`src/hw/iswds_pkg.sv`:
```
// shared constants and types of the isolated switch drive sequencer
package iswds_pkg;

    // ------------------------------------------------------------------
    // timing
    // ------------------------------------------------------------------
    localparam int CLK_PERIOD_PS = 5000;
    localparam int BURST_TIME_PS = 3300000;
    localparam int BURST_CYCLES = BURST_TIME_PS / CLK_PERIOD_PS;
    localparam int GLITCH_TIME_PS = 200000;
    localparam int GLITCH_CYCLES = GLITCH_TIME_PS / CLK_PERIOD_PS;
    localparam int UV_TIMEOUT_DEFAULT = 20000;
    localparam int SYNC_STAGES = 2;

    // ------------------------------------------------------------------
    // transfer level selection
    // ------------------------------------------------------------------
    localparam int LEVEL_W = 3;
    localparam int LEVEL_COUNT = 7;
    localparam int CURRENT_W = 13;
    localparam logic [LEVEL_W-1:0] LEVEL_RESET = 3'h0;
    localparam logic [CURRENT_W-1:0] CURRENT_RESET = 13'h076C;

    // ------------------------------------------------------------------
    // types
    // ------------------------------------------------------------------
    typedef struct packed {
        logic en_above_high;
        logic en_above_low;
        logic pri_above_rise;
        logic pri_above_fall;
        logic pri_at_peak;
        logic pri_can_signal;
        logic high_above_rise;
        logic high_above_fall;
        logic mid_above_rise;
        logic mid_above_fall;
        logic temp_hot;
        logic temp_cool;
    } iswds_cmp_t;

    localparam int CMP_W = $bits(iswds_cmp_t);

    typedef enum logic [1:0] {
        ST_OFF = 2'h0,
        ST_CHARGE = 2'h1,
        ST_BURST = 2'h3,
        ST_HOLD = 2'h2
    } iswds_state_t;

    // nominal enable input current in microamps; code 7 is out of range
    function automatic logic [CURRENT_W-1:0] level_current_ua(
        input logic [LEVEL_W-1:0] code);
        case (code)
            3'h0: level_current_ua = 13'h076C;
            3'h1: level_current_ua = 13'h0AF0;
            3'h2: level_current_ua = 13'h0E74;
            3'h3: level_current_ua = 13'h1194;
            3'h4: level_current_ua = 13'h1450;
            3'h5: level_current_ua = 13'h1770;
            3'h6: level_current_ua = 13'h1A2C;
            default: level_current_ua = 13'h076C;
        endcase
    endfunction

    function automatic logic [LEVEL_W-1:0] level_clamp(
        input logic [LEVEL_W-1:0] code);
        level_clamp = (int'(code) < LEVEL_COUNT) ? code : LEVEL_RESET;
    endfunction

endpackage

```
`src/hw/iswds_top.sv`:
```
// control sequencer of the isolated switch driver
`timescale 1ns/100ps
// Functional notes
// - two-wire: enable high starts power-up, enable current charges primary
// - at primary peak level, transfer energy for one fixed 3.3 us burst
// - repeat charge then burst until both secondary rails are charged
// - once both secondary rails charged, gate drive goes high while enable stays high
// - enable low: gate drive commanded low before primary hits lockout
// - burst length fixed, period set hysteretically by primary peak level
// - seven current levels picked by resistor, captured once at power-up
// - primary undervoltage stops all transfer to secondary rails
// - primary undervoltage: signal gate low, else timeout forces it low
// - either secondary rail in lockout holds gate drive low
// - lockouts use hysteresis; only the secondary lockout ignores brief switching dips
// - two- or three-wire mode decided at power-up, kept until power cycle
// - three-wire early enable that lifts primary still allows transfer
// - overtemperature stops transfer until temperature falls to re-engage
// - overtemperature with primary still powered forces gate drive low
// - standard enable: gate drive follows enable once rails are powered
module iswds_top
    import iswds_pkg::*;
#(
    parameter int UV_TIMEOUT_CYCLES = UV_TIMEOUT_DEFAULT
) (
    // clock and reset
    input wire logic clk,
    input wire logic arst_n,
    // analog comparator results, asynchronous
    input wire iswds_cmp_t cmp_in,
    // decoded transfer level resistor, asynchronous strap
    input wire logic [LEVEL_W-1:0] transfer_level_select,
    // gate drive and status
    output logic gate_drive_out,
    output logic transfer_active,
    output logic two_wire_mode,
    output logic thermal_shutdown,
    output logic [LEVEL_W-1:0] level_sel,
    output logic [CURRENT_W-1:0] current_limit_ua,
    output iswds_state_t seq_state
);
    localparam int TO_W = $clog2(UV_TIMEOUT_CYCLES + 1);
    localparam int BC_W = $clog2(BURST_CYCLES);
    localparam int GC_W = $clog2(GLITCH_CYCLES + 1);

    initial if (UV_TIMEOUT_CYCLES < 1) $error("iswds_top: bad timeout");

    // ------------------------------------------------------------------
    // input synchronisation
    // ------------------------------------------------------------------
    logic [CMP_W-1:0] cmp_vec;
    iswds_cmp_t cmp;
    logic [LEVEL_W-1:0] level_sync;

    iswds_sync #(.W(CMP_W)) u_sync_cmp (.clk(clk), .arst_n(arst_n),
        .d(cmp_in), .q(cmp_vec));
    assign cmp = iswds_cmp_t'(cmp_vec);

    iswds_sync #(.W(LEVEL_W)) u_sync_lvl (.clk(clk), .arst_n(arst_n),
        .d(transfer_level_select), .q(level_sync));

    // ------------------------------------------------------------------
    // hysteretic levels
    // ------------------------------------------------------------------
    logic en_level;
    logic pri_ok;
    logic hot;
    logic sec_ok;
    logic [GC_W-1:0] dip_cnt;
    logic sec_low;

    assign sec_low = !cmp.high_above_fall || !cmp.mid_above_fall;

    always_ff @(posedge clk or negedge arst_n) begin
        if (!arst_n) begin
            en_level <= 1'b0;
            pri_ok <= 1'b0;
            hot <= 1'b0;
        end else begin
            if (cmp.en_above_high) begin
                en_level <= 1'b1;
            end else if (!cmp.en_above_low) begin
                en_level <= 1'b0;
            end
            if (cmp.pri_above_rise) begin
                pri_ok <= 1'b1;
            end else if (!cmp.pri_above_fall) begin
                pri_ok <= 1'b0;
            end
            if (cmp.temp_hot) begin
                hot <= 1'b1;
            end else if (cmp.temp_cool) begin
                hot <= 1'b0;
            end
        end
    end

    // secondary lockout: a dip must outlast the switching transient
    always_ff @(posedge clk or negedge arst_n) begin
        if (!arst_n) begin
            sec_ok <= 1'b0;
            dip_cnt <= '0;
        end else begin
            if (!sec_low) begin
                dip_cnt <= '0;
            end else if (int'(dip_cnt) < GLITCH_CYCLES) begin
                dip_cnt <= dip_cnt + 1'b1;
            end
            if (sec_low && int'(dip_cnt) >= GLITCH_CYCLES - 1) begin
                sec_ok <= 1'b0;
            end else if (cmp.high_above_rise && cmp.mid_above_rise) begin
                sec_ok <= 1'b1;
            end
        end
    end

    // ------------------------------------------------------------------
    // power-up capture: mode and transfer level
    // ------------------------------------------------------------------
    always_ff @(posedge clk or negedge arst_n) begin
        if (!arst_n) begin
            two_wire_mode <= 1'b0;
            level_sel <= LEVEL_RESET;
            current_limit_ua <= CURRENT_RESET;
        end else if (seq_state == ST_OFF && cmp.pri_above_rise) begin
            two_wire_mode <= en_level;
            level_sel <= level_clamp(level_sync);
            current_limit_ua <= level_current_ua(level_sync);
        end
    end

    // ------------------------------------------------------------------
    // burst sequencer
    // ------------------------------------------------------------------
    logic [BC_W-1:0] burst_cnt;
    logic may_transfer;
    logic burst_done;

    assign may_transfer = pri_ok && !hot;
    assign burst_done = int'(burst_cnt) == BURST_CYCLES - 1;

    always_ff @(posedge clk or negedge arst_n) begin
        if (!arst_n) begin
            seq_state <= ST_OFF;
        end else begin
            case (seq_state)
                ST_OFF: begin
                    if (cmp.pri_above_rise) begin
                        seq_state <= ST_CHARGE;
                    end
                end
                ST_CHARGE: begin
                    if (!pri_ok) begin
                        seq_state <= ST_OFF;
                    end else if (sec_ok) begin
                        seq_state <= ST_HOLD;
                    end else if (may_transfer && cmp.pri_at_peak) begin
                        seq_state <= ST_BURST;
                    end
                end
                ST_BURST: begin
                    if (!may_transfer) begin
                        seq_state <= pri_ok ? ST_CHARGE : ST_OFF;
                    end else if (burst_done) begin
                        seq_state <= ST_CHARGE;
                    end
                end
                ST_HOLD: begin
                    if (!pri_ok) begin
                        seq_state <= ST_OFF;
                    end else if (!sec_ok) begin
                        seq_state <= ST_CHARGE;
                    end
                end
                default: seq_state <= ST_OFF;
            endcase
        end
    end

    always_ff @(posedge clk or negedge arst_n) begin
        if (!arst_n) begin
            burst_cnt <= '0;
        end else if (seq_state == ST_BURST && !burst_done) begin
            burst_cnt <= burst_cnt + 1'b1;
        end else begin
            burst_cnt <= '0;
        end
    end

    assign transfer_active = seq_state == ST_BURST;
    assign thermal_shutdown = hot;

    // ------------------------------------------------------------------
    // gate drive
    // ------------------------------------------------------------------
    logic [TO_W-1:0] to_cnt;
    logic timed_out;
    logic next_gate;

    always_ff @(posedge clk or negedge arst_n) begin
        if (!arst_n) begin
            to_cnt <= '0;
        end else if (pri_ok) begin
            to_cnt <= '0;
        end else if (!timed_out) begin
            to_cnt <= to_cnt + 1'b1;
        end
    end
    assign timed_out = int'(to_cnt) >= UV_TIMEOUT_CYCLES;

    always_comb begin
        next_gate = gate_drive_out;
        if (!sec_ok) begin
            next_gate = 1'b0;
        end else if (hot && pri_ok) begin
            next_gate = 1'b0;
        end else if (pri_ok) begin
            next_gate = en_level;
        end else if (cmp.pri_can_signal || timed_out) begin
            next_gate = 1'b0;
        end
    end

    always_ff @(posedge clk or negedge arst_n) begin
        if (!arst_n) begin
            gate_drive_out <= 1'b0;
        end else begin
            gate_drive_out <= next_gate;
        end
    end
endmodule

```
`src/hw/iswds_sync.sv`:
```
// two-flop synchroniser bank for comparator and strap inputs
`timescale 1ns/100ps
module iswds_sync
    import iswds_pkg::*;
#(
    parameter int W = 1
) (
    // clock and reset
    input wire logic clk,
    input wire logic arst_n,
    // data
    input wire logic [W-1:0] d,
    output logic [W-1:0] q
);
    logic [W-1:0] meta;

    initial begin
        if (W < 1) $error("iswds_sync: width must be at least 1");
    end

    always_ff @(posedge clk or negedge arst_n) begin
        if (!arst_n) begin
            meta <= '0;
            q <= '0;
        end else begin
            meta <= d;
            q <= meta;
        end
    end
endmodule

```
`config.mk`:
```
export PLATFORM = sky130hd
export DESIGN_NAME = iswds_top
export DESIGN_NICKNAME = d
export VERILOG_FILES = /design/src/hw/iswds_pkg.sv /design/src/hw/iswds_top.sv /design/src/hw/iswds_sync.sv
export SDC_FILE = /design/constraint.sdc
export NUM_CORES = 1
export LEC_CHECK = 0
export BUFFER_PORTS_ARGS = -buffer_cell sky130_fd_sc_hd__clkbuf_2
export CORE_ASPECT_RATIO = 0.6
export CORE_UTILIZATION = 55
export DETAILED_ROUTE_END_ITERATION = 6
export PLACE_DENSITY = 0.76
export SLEW_MARGIN = 10
export SYNTH_ARGS = -nofsm -noshare
export SYNTH_HDL_FRONTEND = slang
export SYNTH_SLANG_ARGS = --single-unit
```
`constraint.sdc`:
```
create_clock -name clk -period 2.36 [get_ports clk]
set_clock_uncertainty 0.2 [all_clocks]
set_input_delay 0.236 -clock clk [delete_from_list [all_inputs] [get_ports clk]]
set_output_delay 0.236 -clock clk [all_outputs]
set_load 0.02 [all_outputs]
```
==> results of run 1 <==
-- report_power, final --
group	switching [mW]	internal, mW	leakage (nW)
Clock	0.521	0.495	0.0885
Combinational	0.462	0.281	0.630
Sequential	0.151	1.63	1.02
-- cell families after synthesis --
| group | synth area share |
|---|---|
| xor+xnor | 0.03469 |
| other cells | 0.001143 |
| compound gates | 0.1048 |
| simple gates | 0.1712 |
| mux | 0.01296 |
| flops | 0.6275 |
| fa+ha+maj | 0.01830 |
| buf+inv | 0.02936 |
-- per-stage QoR --
step	power (mW)	cell area, sq um	util	hold WS, ns
6_report	3.544	3902	0.6908	0.1450
5_1_grt	3.765	3902	0.6908	0.1585
4_1_cts	3.576	3902	0.6908	0.1407
3_5_place_dp	2.548	3541	0.6268	-0.01816
3_3_place_gp	2.522	3541	0.6268	-0.01522
2_1_floorplan	2.274	3286	-	-0.2596
-- layout make-up --
cell class / count / area [sq um]
clock buffers: 9 / 123.9
clock inverters: 7 / 77.57
fillers: 421 / 1747
inverters: 7 / 26.28
multi-input cells: 186 / 1130
flip-flops and latches: 82 / 2059
well taps: 80 / 100.1
repair buffers: 56 / 385.4
-- metal layers --
metal / up-vias / global-route usage
li1: 1099 / -
met1: 1078 / 0.3064
met2: 66 / 0.2838
met3: 7 / 0.07271
met4: 0 / 0.09317
met5: - / 0
-- flip-flops by register name, summed over array words and instances (netlist names), 2 cells and up --
name              flops
burst_cnt            10
current_limit_ua     10
dip_cnt               6
level_sel             3
seq_state             2
to_cnt               15
u_sync_cmp.meta      12
u_sync_cmp.q         12
u_sync_lvl.meta       3
u_sync_lvl.q          3
-- Yosys cell counts (2+ instances only) --
master    count
dfrtp_1      76
nand2_1      33
nor2_1       24
o21ai_0      19
a21oi_1      14
nand3_1      10
xor2_1        9
inv_1         7
or3_1         7
dfstp_2       6
buf_4         5
clkbuf_1      5
nand4_1       5
ha_1          4
xnor2_1       4
a21o_1        3
a31oi_1       3
and2_1        3
nand2b_1      3
nor3_1        3
o31ai_1       3
or4_1         3
a211o_1       2
and3_2        2
and4_1        2
mux2_2        2
mux2i_1       2
nand3b_1      2
nor2b_1       2
o211ai_1      2
o21a_1        2
o21ai_2       2
or4b_1        2
-- final timing paths --
kind,startpoint,to
max,to_cnt[8],to_cnt[10]
max reg2reg,to_cnt[8],to_cnt[10]
max in group asynchronous,arst_n,current_limit_ua[3]
min in group clk,u_sync_cmp.meta[5],u_sync_cmp.q[5]
min reg2reg,u_sync_cmp.meta[5],u_sync_cmp.q[5]
min,arst_n,current_limit_ua[12]
==> flow_results.xml, run 1 <==
<?xml version="1.0" encoding="UTF-8"?>
<metrics>
  <group name="run_status">
    <metric name="run_status" unit="">complete, no violations</metric>
  </group>
  <group name="critical_path">
    <metric name="end_kind" unit="">register</metric>
    <metric name="critical_path.slowest_cell" unit="">dfrtp_1</metric>
    <metric name="required_time_reported_for_the_critical_path_endpoint" unit="ns">2.41</metric>
    <metric name="timing.critical_path.arrival" unit="ns">2.19</metric>
    <metric name="cpLargestDelayFamily" unit="">simple AND/OR/NAND/NOR gates</metric>
    <metric name="start_kind" unit="">register</metric>
    <metric name="cp.depth" unit="">4</metric>
    <metric name="worstPathCellList" unit="">nor4_4 &gt; o21ai_2 &gt; nor4b_1 &gt; mux2_2</metric>
    <metric name="critical_path_class" unit="">reg -&gt; reg</metric>
    <metric name="worst_reg2reg_path_length_in_cells" unit="">4</metric>
    <metric name="slowest_delay" unit="ns">0.46</metric>
    <metric name="cp.buffers_inverters" unit="">0</metric>
    <metric name="timing.critical_path.fanout_max" unit="">12</metric>
    <metric name="timing.reg2reg.setup_slack" unit="ns">0.21</metric>
  </group>
  <group name="route">
    <metric name="avgViaCountPerCell" unit="">5.269</metric>
    <metric name="ant_nets" unit="">0</metric>
    <metric name="top_layer_used" unit="">met4</metric>
    <metric name="route.vias.total" unit="">2250</metric>
    <metric name="drt-wirelength-per-cell" unit="um">13.58</metric>
    <metric name="route.layer.met1.wl" unit="mm">2.997</metric>
    <metric name="drt_wl_total" unit="mm">5.799</metric>
    <metric name="route.met2.wl" unit="mm">2.409</metric>
    <metric name="drc" unit="">0</metric>
    <metric name="drt_pass1_iterations" unit="">4</metric>
    <metric name="met3WireLength" unit="um">322</metric>
    <metric name="initialDrtViolationCount" unit="">132</metric>
  </group>
  <group name="floorplanning">
    <metric name="core" unit="sq mm">0.005649</metric>
    <metric name="die-area" unit="sq mm">0.006290</metric>
    <metric name="initial_utilization" unit="">0.5810</metric>
    <metric name="core.rowCount" unit="">21</metric>
    <metric name="die_w" unit="um">101.7</metric>
    <metric name="die_span_y" unit="um">61.84</metric>
    <metric name="io_pins" unit="">39</metric>
  </group>
  <group name="global_route">
    <metric name="grt.overflow.total" unit="">0</metric>
    <metric name="grt_usage" unit="">0.2097</metric>
    <metric name="antenna_violations_before_repair" unit="">0</metric>
    <metric name="grt_start_max_net_pins" unit="">54</metric>
    <metric name="first_global_vias" unit="">1942</metric>
    <metric name="global_route_wire_length_before_repair" unit="mm">9.418</metric>
  </group>
  <group name="logic_synthesis">
    <metric name="yosys-top-cells-area" unit="">dfrtp_1 58%, dfstp_2 4.8%, nand2_1 3.8%</metric>
    <metric name="synthDistinctLibCells" unit="">48</metric>
    <metric name="synth_async_sr_flop_share" unit="">1.000</metric>
    <metric name="netlist_area" unit="sq mm">0.003282</metric>
    <metric name="synth_top_area_share" unit="">0.5795</metric>
    <metric name="synth_largest_area_cell" unit="">dfrtp_1</metric>
    <metric name="synth-edff-count" unit="">0</metric>
    <metric name="synth-seq-cells" unit="">82</metric>
    <metric name="synth-warning-count" unit="">0</metric>
    <metric name="synth-seq-area-share" unit="">0.6275</metric>
    <metric name="postSynthAreaPerCell" unit="sq um">11.48</metric>
    <metric name="ys_dominant_reg_cell" unit="">dfrtp_1</metric>
    <metric name="synth_cells" unit="">286</metric>
  </group>
  <group name="timing">
    <metric name="timing.setup.tns" unit="ns">0</metric>
    <metric name="max_slew_violations" unit="">0</metric>
    <metric name="final-setup-viol-count" unit="">0</metric>
    <metric name="post-route-worst-setup-slack" unit="ns">0.2143</metric>
    <metric name="final.period_utilization" unit="">0.9092</metric>
    <metric name="timing.fmax" unit="MHz">466.0</metric>
    <metric name="max_slew.worst_pin.slew" unit="ns">0.5228</metric>
    <metric name="slew_headroom" unit="">0.6514</metric>
    <metric name="finalHoldViolCount" unit="">0</metric>
    <metric name="grt_setup_unrepaired" unit="">no</metric>
    <metric name="post-route-min-period" unit="ns">2.146</metric>
  </group>
  <group name="final_layout">
    <metric name="diodes" unit="">0</metric>
    <metric name="drive_above_1_share" unit="">0.2133</metric>
    <metric name="nets" unit="">363</metric>
    <metric name="most-common-layout-cells" unit="">76 x dfrtp_1, 35 x clkbuf_2, 33 x nand2_1</metric>
    <metric name="syn_to_final_growth" unit="%">18.91</metric>
    <metric name="finalNonFillerCells" unit="">427</metric>
    <metric name="final_common_cell" unit="">dfrtp_1</metric>
  </group>
  <group name="cts">
    <metric name="count_of_h_tree_levels_built_during_cts" unit="">3</metric>
    <metric name="cts_inserted_buffers" unit="">9</metric>
    <metric name="cts_hold_buf" unit="">16</metric>
    <metric name="clock_tree.buffer_depth" unit="">2</metric>
    <metric name="post_cts_resized" unit="">0</metric>
    <metric name="clkSinkCount" unit="">82</metric>
    <metric name="ctsRootBufferMaster" unit="">clkbuf_8</metric>
    <metric name="clock_latency" unit="ns">0.35</metric>
    <metric name="postCtsSetupRepairBufs" unit="">0</metric>
    <metric name="clk_transition_reported_paths" unit="ns">0.09</metric>
    <metric name="tritoncts_clock_tree" unit="">done</metric>
  </group>
  <group name="run">
    <metric name="max-cap-violations" unit="">0</metric>
  </group>
  <group name="place">
    <metric name="port_buffers" unit="">36</metric>
    <metric name="place_hpwl" unit="mm">3.799</metric>
    <metric name="placement.setup.worst_slack" unit="ns">0.2211</metric>
    <metric name="placedCellCount" unit="">395</metric>
    <metric name="global_placement_routability_congestion" unit="">0.8420</metric>
  </group>
  <group name="worst_hold_path">
    <metric name="hp-class" unit="">in -&gt; async</metric>
  </group>
  <group name="power_and_ir_drop">
    <metric name="power_density_over_cell_area" unit="mW/mm^2">908.2</metric>
    <metric name="cellLeakagePower" unit="nW">1.736</metric>
    <metric name="peakVddDrop" unit="mV">0.4547</metric>
  </group>
</metrics>
(Power assumes the default switching activity.)
==> run 2, diff against run 1 <==
--- a/config.mk
+++ b/config.mk
@@ -7,9 +7,9 @@
 export LEC_CHECK = 0
 export BUFFER_PORTS_ARGS = -buffer_cell sky130_fd_sc_hd__clkbuf_2
 export CORE_ASPECT_RATIO = 0.6
-export CORE_UTILIZATION = 55
+export CORE_UTILIZATION = 51
 export DETAILED_ROUTE_END_ITERATION = 6
-export PLACE_DENSITY = 0.76
+export PLACE_DENSITY = 0.74
 export SLEW_MARGIN = 10
 export SYNTH_ARGS = -nofsm -noshare
 export SYNTH_HDL_FRONTEND = slang
==> constraint.sdc (replaced) <==
create_clock -name clk -period 1.8 [get_ports clk]
set_clock_uncertainty 0.2 [all_clocks]
set_input_delay 0.18 -clock clk [delete_from_list [all_inputs] [get_ports clk]]
set_output_delay 0.18 -clock clk [all_outputs]
set_load 0.02 [all_outputs]
==> flow_results.xml, run 2 (synthesis gave the netlist of run 1 again) <==
<?xml version="1.0" encoding="UTF-8"?>
<metrics>
  <group name="run">
    <metric name="max-cap-violations" unit="">0</metric>
  </group>
  <group name="final_layout">
    <metric name="finalNonFillerCells" unit="">461</metric>
    <metric name="registers.top_by_ff_count" unit="">to_cnt</metric>
    <metric name="layout.filler_cells" unit="">459</metric>
    <metric name="final_common_cell" unit="">dfrtp_1</metric>
    <metric name="syn_to_final_growth" unit="%">30.27</metric>
    <metric name="nets" unit="">393</metric>
    <metric name="final_design_area_no_fill" unit="sq mm">0.004275</metric>
    <metric name="largestRegisters" unit="">to_cnt (15), u_sync_cmp.meta (12), u_sync_cmp.q (12)</metric>
    <metric name="diodes" unit="">0</metric>
    <metric name="largest_register_ffs" unit="">15</metric>
    <metric name="drive_above_1_share" unit="">0.3395</metric>
    <metric name="most-common-layout-cells" unit="">74 x dfrtp_1, 35 x clkbuf_2, 33 x nand2_1</metric>
    <metric name="area_of_combinational_cells_with_multiple_inputs" unit="sq mm">0.001254</metric>
    <metric name="sequential_cell_area" unit="sq mm">0.002062</metric>
  </group>
  <group name="place">
    <metric name="global_placement_routability_congestion" unit="">0.8286</metric>
    <metric name="port_buffers" unit="">36</metric>
    <metric name="placed_cell_area" unit="sq mm">0.003725</metric>
    <metric name="place_hpwl" unit="mm">4.234</metric>
    <metric name="placedCellCount" unit="">422</metric>
  </group>
  <group name="critical_path">
    <metric name="start_kind" unit="">register</metric>
    <metric name="timing.critical_path.fanout_max" unit="">6</metric>
    <metric name="required_time_reported_for_the_critical_path_endpoint" unit="ns">1.87</metric>
    <metric name="end_kind" unit="">register</metric>
    <metric name="critical_path_class" unit="">reg -&gt; reg</metric>
    <metric name="timing.critical_path.arrival" unit="ns">2.12</metric>
    <metric name="worst_reg2reg_path_length_in_cells" unit="">5</metric>
    <metric name="timing.reg2reg.setup_slack" unit="ns">-0.25</metric>
    <metric name="timing.rr.start" unit="">to_cnt[5]</metric>
    <metric name="r2r_end" unit="">to_cnt[9]</metric>
    <metric name="critical_path.startpoint" unit="">to_cnt[5]</metric>
    <metric name="worst_setup_path_endpoint" unit="">to_cnt[9]</metric>
  </group>
  <group name="cts">
    <metric name="clock_tree.buffer_depth" unit="">2</metric>
    <metric name="clkSinkCount" unit="">82</metric>
    <metric name="clock_latency" unit="ns">0.35</metric>
    <metric name="clk_transition_reported_paths" unit="ns">0.08</metric>
    <metric name="count_of_h_tree_levels_built_during_cts" unit="">3</metric>
    <metric name="cts_inserted_buffers" unit="">9</metric>
    <metric name="tritoncts_clock_tree" unit="">done</metric>
    <metric name="ctsRootBufferMaster" unit="">clkbuf_8</metric>
  </group>
  <group name="route">
    <metric name="ant_nets" unit="">0</metric>
    <metric name="avgViaCountPerCell" unit="">5.028</metric>
    <metric name="initialDrtViolationCount" unit="">89</metric>
    <metric name="route.vias.total" unit="">2318</metric>
    <metric name="drc" unit="">0</metric>
    <metric name="drt-wirelength-per-cell" unit="um">14.19</metric>
    <metric name="drt_wl_total" unit="mm">6.541</metric>
    <metric name="drt_pass1_iterations" unit="">4</metric>
  </group>
  <group name="timing">
    <metric name="post-route-min-period" unit="ns">2.053</metric>
    <metric name="slew_headroom" unit="">0.6665</metric>
    <metric name="timing.setup.tns" unit="ns">-2.388</metric>
    <metric name="finalHoldViolCount" unit="">0</metric>
    <metric name="final.period_utilization" unit="">1.140</metric>
    <metric name="post-route-worst-setup-slack" unit="ns">-0.2525</metric>
    <metric name="final-setup-viol-count" unit="">24</metric>
    <metric name="max_slew.worst_pin.slew" unit="ns">0.4950</metric>
    <metric name="hold_ws" unit="ns">0.08608</metric>
    <metric name="timing.fmax" unit="MHz">487.2</metric>
    <metric name="grt_setup_unrepaired" unit="">yes</metric>
    <metric name="max_slew_violations" unit="">0</metric>
  </group>
  <group name="power_and_ir_drop">
    <metric name="power_density_over_cell_area" unit="mW/mm^2">1114</metric>
    <metric name="peakVddDrop" unit="mV">0.8220</metric>
    <metric name="cellLeakagePower" unit="nW">1.907</metric>
    <metric name="power" unit="mW">4.761</metric>
  </group>
  <group name="floorplanning">
    <metric name="die-area" unit="sq mm">0.006770</metric>
    <metric name="die_w" unit="um">105.6</metric>
    <metric name="io_pins" unit="">39</metric>
    <metric name="core.rowCount" unit="">22</metric>
    <metric name="die_span_y" unit="um">64.14</metric>
    <metric name="initial_utilization" unit="">0.5323</metric>
    <metric name="core" unit="sq mm">0.006166</metric>
  </group>
  <group name="global_route">
    <metric name="first_global_vias" unit="">2282</metric>
    <metric name="grt.overflow.total" unit="">0</metric>
    <metric name="grt_start_max_net_pins" unit="">34</metric>
    <metric name="grt_usage" unit="">0.2099</metric>
    <metric name="global_route_wire_length_before_repair" unit="mm">10.60</metric>
    <metric name="antenna_violations_before_repair" unit="">0</metric>
  </group>
  <group name="worst_hold_path">
    <metric name="hp-class" unit="">in -&gt; async</metric>
  </group>
  <group name="run_status">
    <metric name="violations_in_the_final_reports" unit="">setup timing</metric>
    <metric name="run_status" unit="">finished with violations</metric>
  </group>
</metrics>
run 2: cell types whose count changed in the layout (fill, tap and decap cells not counted), sizes merged:
| cell | previous run | this run |
|---|---|---|
| clkinvlp | 4 | 2 |
| clkinv | 0 | 1 |
| clkbuf | 44 | 47 |
| inv | 9 | 7 |
| buf | 5 | 35 |
run 2: layer usage:
metal / global-route usage / vias to the layer above / routed length [um]
li1: - / 1163 / -
met5: 0 / - / 0
met2: 0.3224 / 39 / 2971
met1: 0.2791 / 1110 / 3278
met4: 0.07813 / 0 / 52
met3: 0.07143 / 6 / 239
run 2: worst min path at each step:
| stage | start | to |
|---|---|---|
| after floorplan | arst_n | burst_cnt[0] |
| after global placement | arst_n | to_cnt[3] |
| after detailed placement | arst_n | to_cnt[2] |
| after CTS | arst_n | to_cnt[7] |
| after global routing | arst_n | u_sync_cmp.q[10] |
| final | arst_n | to_cnt[7] |
run 2: power breakdown:
part           leakage, nW  switching, mW  internal, mW
clock               0.0986          0.612         0.714
combinational        0.794          0.686         0.434
sequential            1.01          0.170          2.14
run 2: layout make-up:
cell class | count | area share
inverter | 7 | 0.006146
multi-input combinational | 186 | 0.2932
sequential | 82 | 0.4823
tap | 84 | 0.02458
clock buffer | 12 | 0.03629
clock inverter | 4 | 0.01171
timing repair buffer | 86 | 0.1457
run 2: per-stage QoR:
stage | setup slack, ns | utilization
5_1_grt | -0.2857 | 0.6934
3_3_place_gp | -0.07324 | 0.6041
2_1_floorplan | 0.001889 | -
6_report | -0.2525 | 0.6934
3_5_place_dp | -0.1114 | 0.6041
4_1_cts | -0.1286 | 0.6672
run 2: critical path, stage by stage (launching register included):
cell	delay, ns
dfrtp_2	0.46
nor4_4	0.48
o2111ai_4	0.24
buf_6	0.18
or3_1	0.30
a21oi_1	0.12
run 2: timing repair:
action	CTS	global route
pin swaps	0	13
setup endpoints to repair	21	24
buffers inserted	0	6
resized for setup	5	34
hold buffers	16	0
gates cloned	1	0
hold endpoints to repair	92	0
==> run 3, diff against run 2 <==
--- a/config.mk
+++ b/config.mk
@@ -5,7 +5,9 @@
 export SDC_FILE = /design/constraint.sdc
 export NUM_CORES = 1
 export LEC_CHECK = 0
+export ABC_CLOCK_PERIOD_IN_PS = 1800
 export BUFFER_PORTS_ARGS = -buffer_cell sky130_fd_sc_hd__clkbuf_2
+export CAP_MARGIN = 10
 export CORE_ASPECT_RATIO = 0.6
 export CORE_UTILIZATION = 51
 export DETAILED_ROUTE_END_ITERATION = 6
@@ -13,4 +15,5 @@
 export SLEW_MARGIN = 10
 export SYNTH_ARGS = -nofsm -noshare
 export SYNTH_HDL_FRONTEND = slang
+export SYNTH_HIERARCHICAL = 1
 export SYNTH_SLANG_ARGS = --single-unit
==> flow_results.xml, run 3 <==
<?xml version="1.0" encoding="UTF-8"?>
<metrics>
  <group name="logic_synthesis">
    <metric name="yosys-top-cells-area" unit="">dfrtp_1 58%, dfstp_2 4.8%, nand2_1 4.3%</metric>
    <metric name="synth_cells" unit="">289</metric>
    <metric name="postSynthAreaPerCell" unit="sq um">11.29</metric>
    <metric name="yosysMostFrequentCell" unit="">dfrtp_1</metric>
    <metric name="synthDistinctLibCells" unit="">47</metric>
    <metric name="synthTopCellsByCount" unit="">76 x dfrtp_1, 37 x nand2_1, 24 x nor2_1, 17 x o21ai_0, 14 x a21oi_1</metric>
    <metric name="synth-seq-area-share" unit="">0.6314</metric>
    <metric name="synth-seq-cells" unit="">82</metric>
    <metric name="synth_largest_area_cell" unit="">dfrtp_1</metric>
    <metric name="synth-edff-count" unit="">0</metric>
    <metric name="synth_async_sr_flop_share" unit="">1.000</metric>
    <metric name="netlist_area" unit="sq mm">0.003262</metric>
    <metric name="ys_dominant_reg_cell" unit="">dfrtp_1</metric>
    <metric name="synth_top_area_share" unit="">0.5830</metric>
    <metric name="synth-warning-count" unit="">6</metric>
  </group>
  <group name="floorplanning">
    <metric name="io_pins" unit="">39</metric>
    <metric name="initial_utilization" unit="">0.5314</metric>
    <metric name="core.rowCount" unit="">22</metric>
    <metric name="die_span_y" unit="um">63.95</metric>
    <metric name="die-area" unit="sq mm">0.006730</metric>
    <metric name="die_w" unit="um">105.2</metric>
    <metric name="core" unit="sq mm">0.006138</metric>
  </group>
  <group name="power_and_ir_drop">
    <metric name="power_density_over_cell_area" unit="mW/mm^2">1144</metric>
    <metric name="switchingPower" unit="mW">1.489</metric>
    <metric name="power" unit="mW">4.760</metric>
    <metric name="combPwrFrac" unit="">0.224</metric>
    <metric name="int_power" unit="mW">3.272</metric>
    <metric name="peakVddDrop" unit="mV">0.5833</metric>
    <metric name="power.share.clock" unit="">0.290</metric>
    <metric name="seqPwrFrac" unit="">0.486</metric>
    <metric name="swShare" unit="">0.3127</metric>
    <metric name="cellLeakagePower" unit="nW">1.892</metric>
  </group>
  <group name="route">
    <metric name="drc" unit="">0</metric>
    <metric name="drt-wirelength-per-cell" unit="um">14.26</metric>
    <metric name="drt_pass1_iterations" unit="">5</metric>
    <metric name="avgViaCountPerCell" unit="">5.138</metric>
    <metric name="ant_nets" unit="">0</metric>
    <metric name="route.vias.total" unit="">2353</metric>
    <metric name="drt_wl_total" unit="mm">6.530</metric>
    <metric name="initialDrtViolationCount" unit="">115</metric>
  </group>
  <group name="timing">
    <metric name="grt_setup_unrepaired" unit="">yes</metric>
    <metric name="post-route-min-period" unit="ns">1.853</metric>
    <metric name="max_slew_violations" unit="">0</metric>
    <metric name="finalHoldViolCount" unit="">0</metric>
    <metric name="post-route-worst-setup-slack" unit="ns">-0.05325</metric>
    <metric name="final-setup-viol-count" unit="">7</metric>
    <metric name="final.period_utilization" unit="">1.030</metric>
    <metric name="timing.fmax" unit="MHz">539.6</metric>
  </group>
  <group name="final_layout">
    <metric name="diodes" unit="">0</metric>
    <metric name="largestRegisters" unit="">to_cnt (15), u_sync_cmp/meta (12), u_sync_cmp/q (12)</metric>
    <metric name="final_common_cell" unit="">dfrtp_1</metric>
    <metric name="sequential_cell_area" unit="sq mm">0.002062</metric>
    <metric name="layout.core_utilization" unit="">0.6781</metric>
    <metric name="drive_above_1_share" unit="">0.2888</metric>
    <metric name="registers.top_by_ff_count" unit="">to_cnt</metric>
    <metric name="area_of_combinational_cells_with_multiple_inputs" unit="sq mm">0.001185</metric>
    <metric name="layout.filler_cells" unit="">480</metric>
    <metric name="most-common-layout-cells" unit="">74 x dfrtp_1, 36 x nand2_1, 35 x clkbuf_2</metric>
    <metric name="syn_to_final_growth" unit="%">27.62</metric>
    <metric name="largest_register_ffs" unit="">15</metric>
    <metric name="nets" unit="">390</metric>
  </group>
  <group name="global_route">
    <metric name="antenna_violations_before_repair" unit="">0</metric>
    <metric name="global_route_wire_length_before_repair" unit="mm">10.90</metric>
    <metric name="first_global_vias" unit="">2304</metric>
    <metric name="grt_start_max_net_pins" unit="">41</metric>
    <metric name="grt.overflow.total" unit="">0</metric>
    <metric name="grt_usage" unit="">0.2168</metric>
  </group>
  <group name="worst_hold_path">
    <metric name="hp-class" unit="">in -&gt; async</metric>
  </group>
  <group name="cts">
    <metric name="clock_latency" unit="ns">0.36</metric>
    <metric name="clock_tree.buffer_depth" unit="">2</metric>
    <metric name="clk_transition_reported_paths" unit="ns">0.09</metric>
    <metric name="tritoncts_clock_tree" unit="">done</metric>
    <metric name="ctsRootBufferMaster" unit="">clkbuf_8</metric>
    <metric name="count_of_h_tree_levels_built_during_cts" unit="">3</metric>
    <metric name="cts_inserted_buffers" unit="">9</metric>
    <metric name="clkSinkCount" unit="">82</metric>
  </group>
  <group name="critical_path">
    <metric name="critical_path_class" unit="">reg -&gt; reg</metric>
    <metric name="end_kind" unit="">register</metric>
    <metric name="timing.critical_path.arrival" unit="ns">1.93</metric>
    <metric name="timing.critical_path.fanout_max" unit="">5</metric>
    <metric name="critical_path.slowest_cell" unit="">dfrtp_1</metric>
    <metric name="required_time_reported_for_the_critical_path_endpoint" unit="ns">1.88</metric>
    <metric name="slowest_delay" unit="ns">0.41</metric>
    <metric name="worstPathCellList" unit="">nor4_4 &gt; buf_4 &gt; o21ai_4 &gt; buf_6 &gt; or3_1 &gt; a21oi_1</metric>
    <metric name="cp.buffers_inverters" unit="">2</metric>
    <metric name="cpLargestDelayFamily" unit="">simple AND/OR/NAND/NOR gates</metric>
    <metric name="start_kind" unit="">register</metric>
  </group>
  <group name="place">
    <metric name="place_hpwl" unit="mm">4.192</metric>
    <metric name="global_placement_routability_congestion" unit="">0.8340</metric>
    <metric name="port_buffers" unit="">36</metric>
  </group>
  <group name="run">
    <metric name="max-cap-violations" unit="">0</metric>
  </group>
  <group name="run_status">
    <metric name="run_status" unit="">finished with violations</metric>
    <metric name="violations_in_the_final_reports" unit="">setup timing</metric>
  </group>
</metrics>
[run 3: power groups by stage]
stage	Sequential (mW)	Combinational, mW	Clock (mW)
floorplan	2.55	0.419	0
global placement	2.33	1.02	0
detailed placement	2.35	1.04	0
CTS	2.32	1.07	1.42
global route	2.36	1.18	1.49
finish	2.32	1.06	1.38
[run 3: worst reg2reg max path, stage by stage (launching register included)]
cell and delay [ns]:
dfrtp_1 0.41, nor4_4 0.26, buf_4 0.18, o21ai_4 0.09
buf_6 0.15, or3_1 0.34, a21oi_1 0.15
[run 3: per-layer routing]
layer / global-route usage / routed length, um
met1: 0.3057 / 3242
met3: 0.06939 / 286
met2: 0.3117 / 2892
met5: 0 / 0
met4: 0.08803 / 108
[run 3: cells by family after synthesis]
family / synth area share
flip-flops: 0.6314
adder cells (fa/ha/maj): 0.01841
AND/OR/NAND/NOR: 0.1715
buffers and inverters: 0.02915
XOR/XNOR: 0.03759
other: 0.001150
multiplexers: 0.009590
AO/OA/AOI/OAI: 0.1013
[run 3: area by class of cell]
cell class	instances	share of cell area
Multi-Input combinational cell	189	0.2846
Sequential cell	82	0.4953
Inverter	7	0.006312
Clock inverter	5	0.01443
Clock buffer	11	0.03637
Tap cell	84	0.02525
Timing Repair Buffer	80	0.1377
[run 3: metrics by stage]
| stage | setup slack, ns | cells | hold WS [ns] | setup TNS (ns) | instance area, sq um |
|---|---|---|---|---|---|
| after floorplan | -0.04149 | 290 | -0.3156 | -0.08027 | 3266 |
| after global placement | -0.03081 | 419 | -0.08501 | -0.07675 | 3662 |
| after detailed placement | -0.1396 | 419 | -0.08266 | -0.8828 | 3662 |
| after CTS | -0.02639 | 456 | 0.06532 | -0.08604 | 4106 |
| after global routing | -0.1281 | 458 | 0.09633 | -0.9041 | 4163 |
| final | -0.05325 | 458 | 0.06763 | -0.2316 | 4163 |
[run 3: path summary, 6_finish.rpt]
check                                   start              end  slack, ns  cells after the start
setup / recovery                    to_cnt[5]       to_cnt[12]      -0.05                      6
hold / removal                         arst_n     level_sel[0]       0.07                      2
setup reg to reg                    to_cnt[5]       to_cnt[12]      -0.05                      6
hold reg to reg            u_sync_cmp/meta[4]  u_sync_cmp/q[4]       0.15                      0
max in group asynchronous              arst_n        to_cnt[6]       0.78                      3
min in group clk           u_sync_cmp/meta[4]  u_sync_cmp/q[4]       0.15                      0
[run 3: timing repair]
| action | 4_1_cts | 5_1_grt |
|---|---|---|
| hold buffers | 16 | 0 |
| setup buffers | 4 | 2 |
| resized for setup | 9 | 11 |
| cloned | 1 | 0 |
| hold endpoints to repair | 97 | 0 |
| pin swaps | 4 | 4 |
| setup endpoints to repair | 10 | 17 |
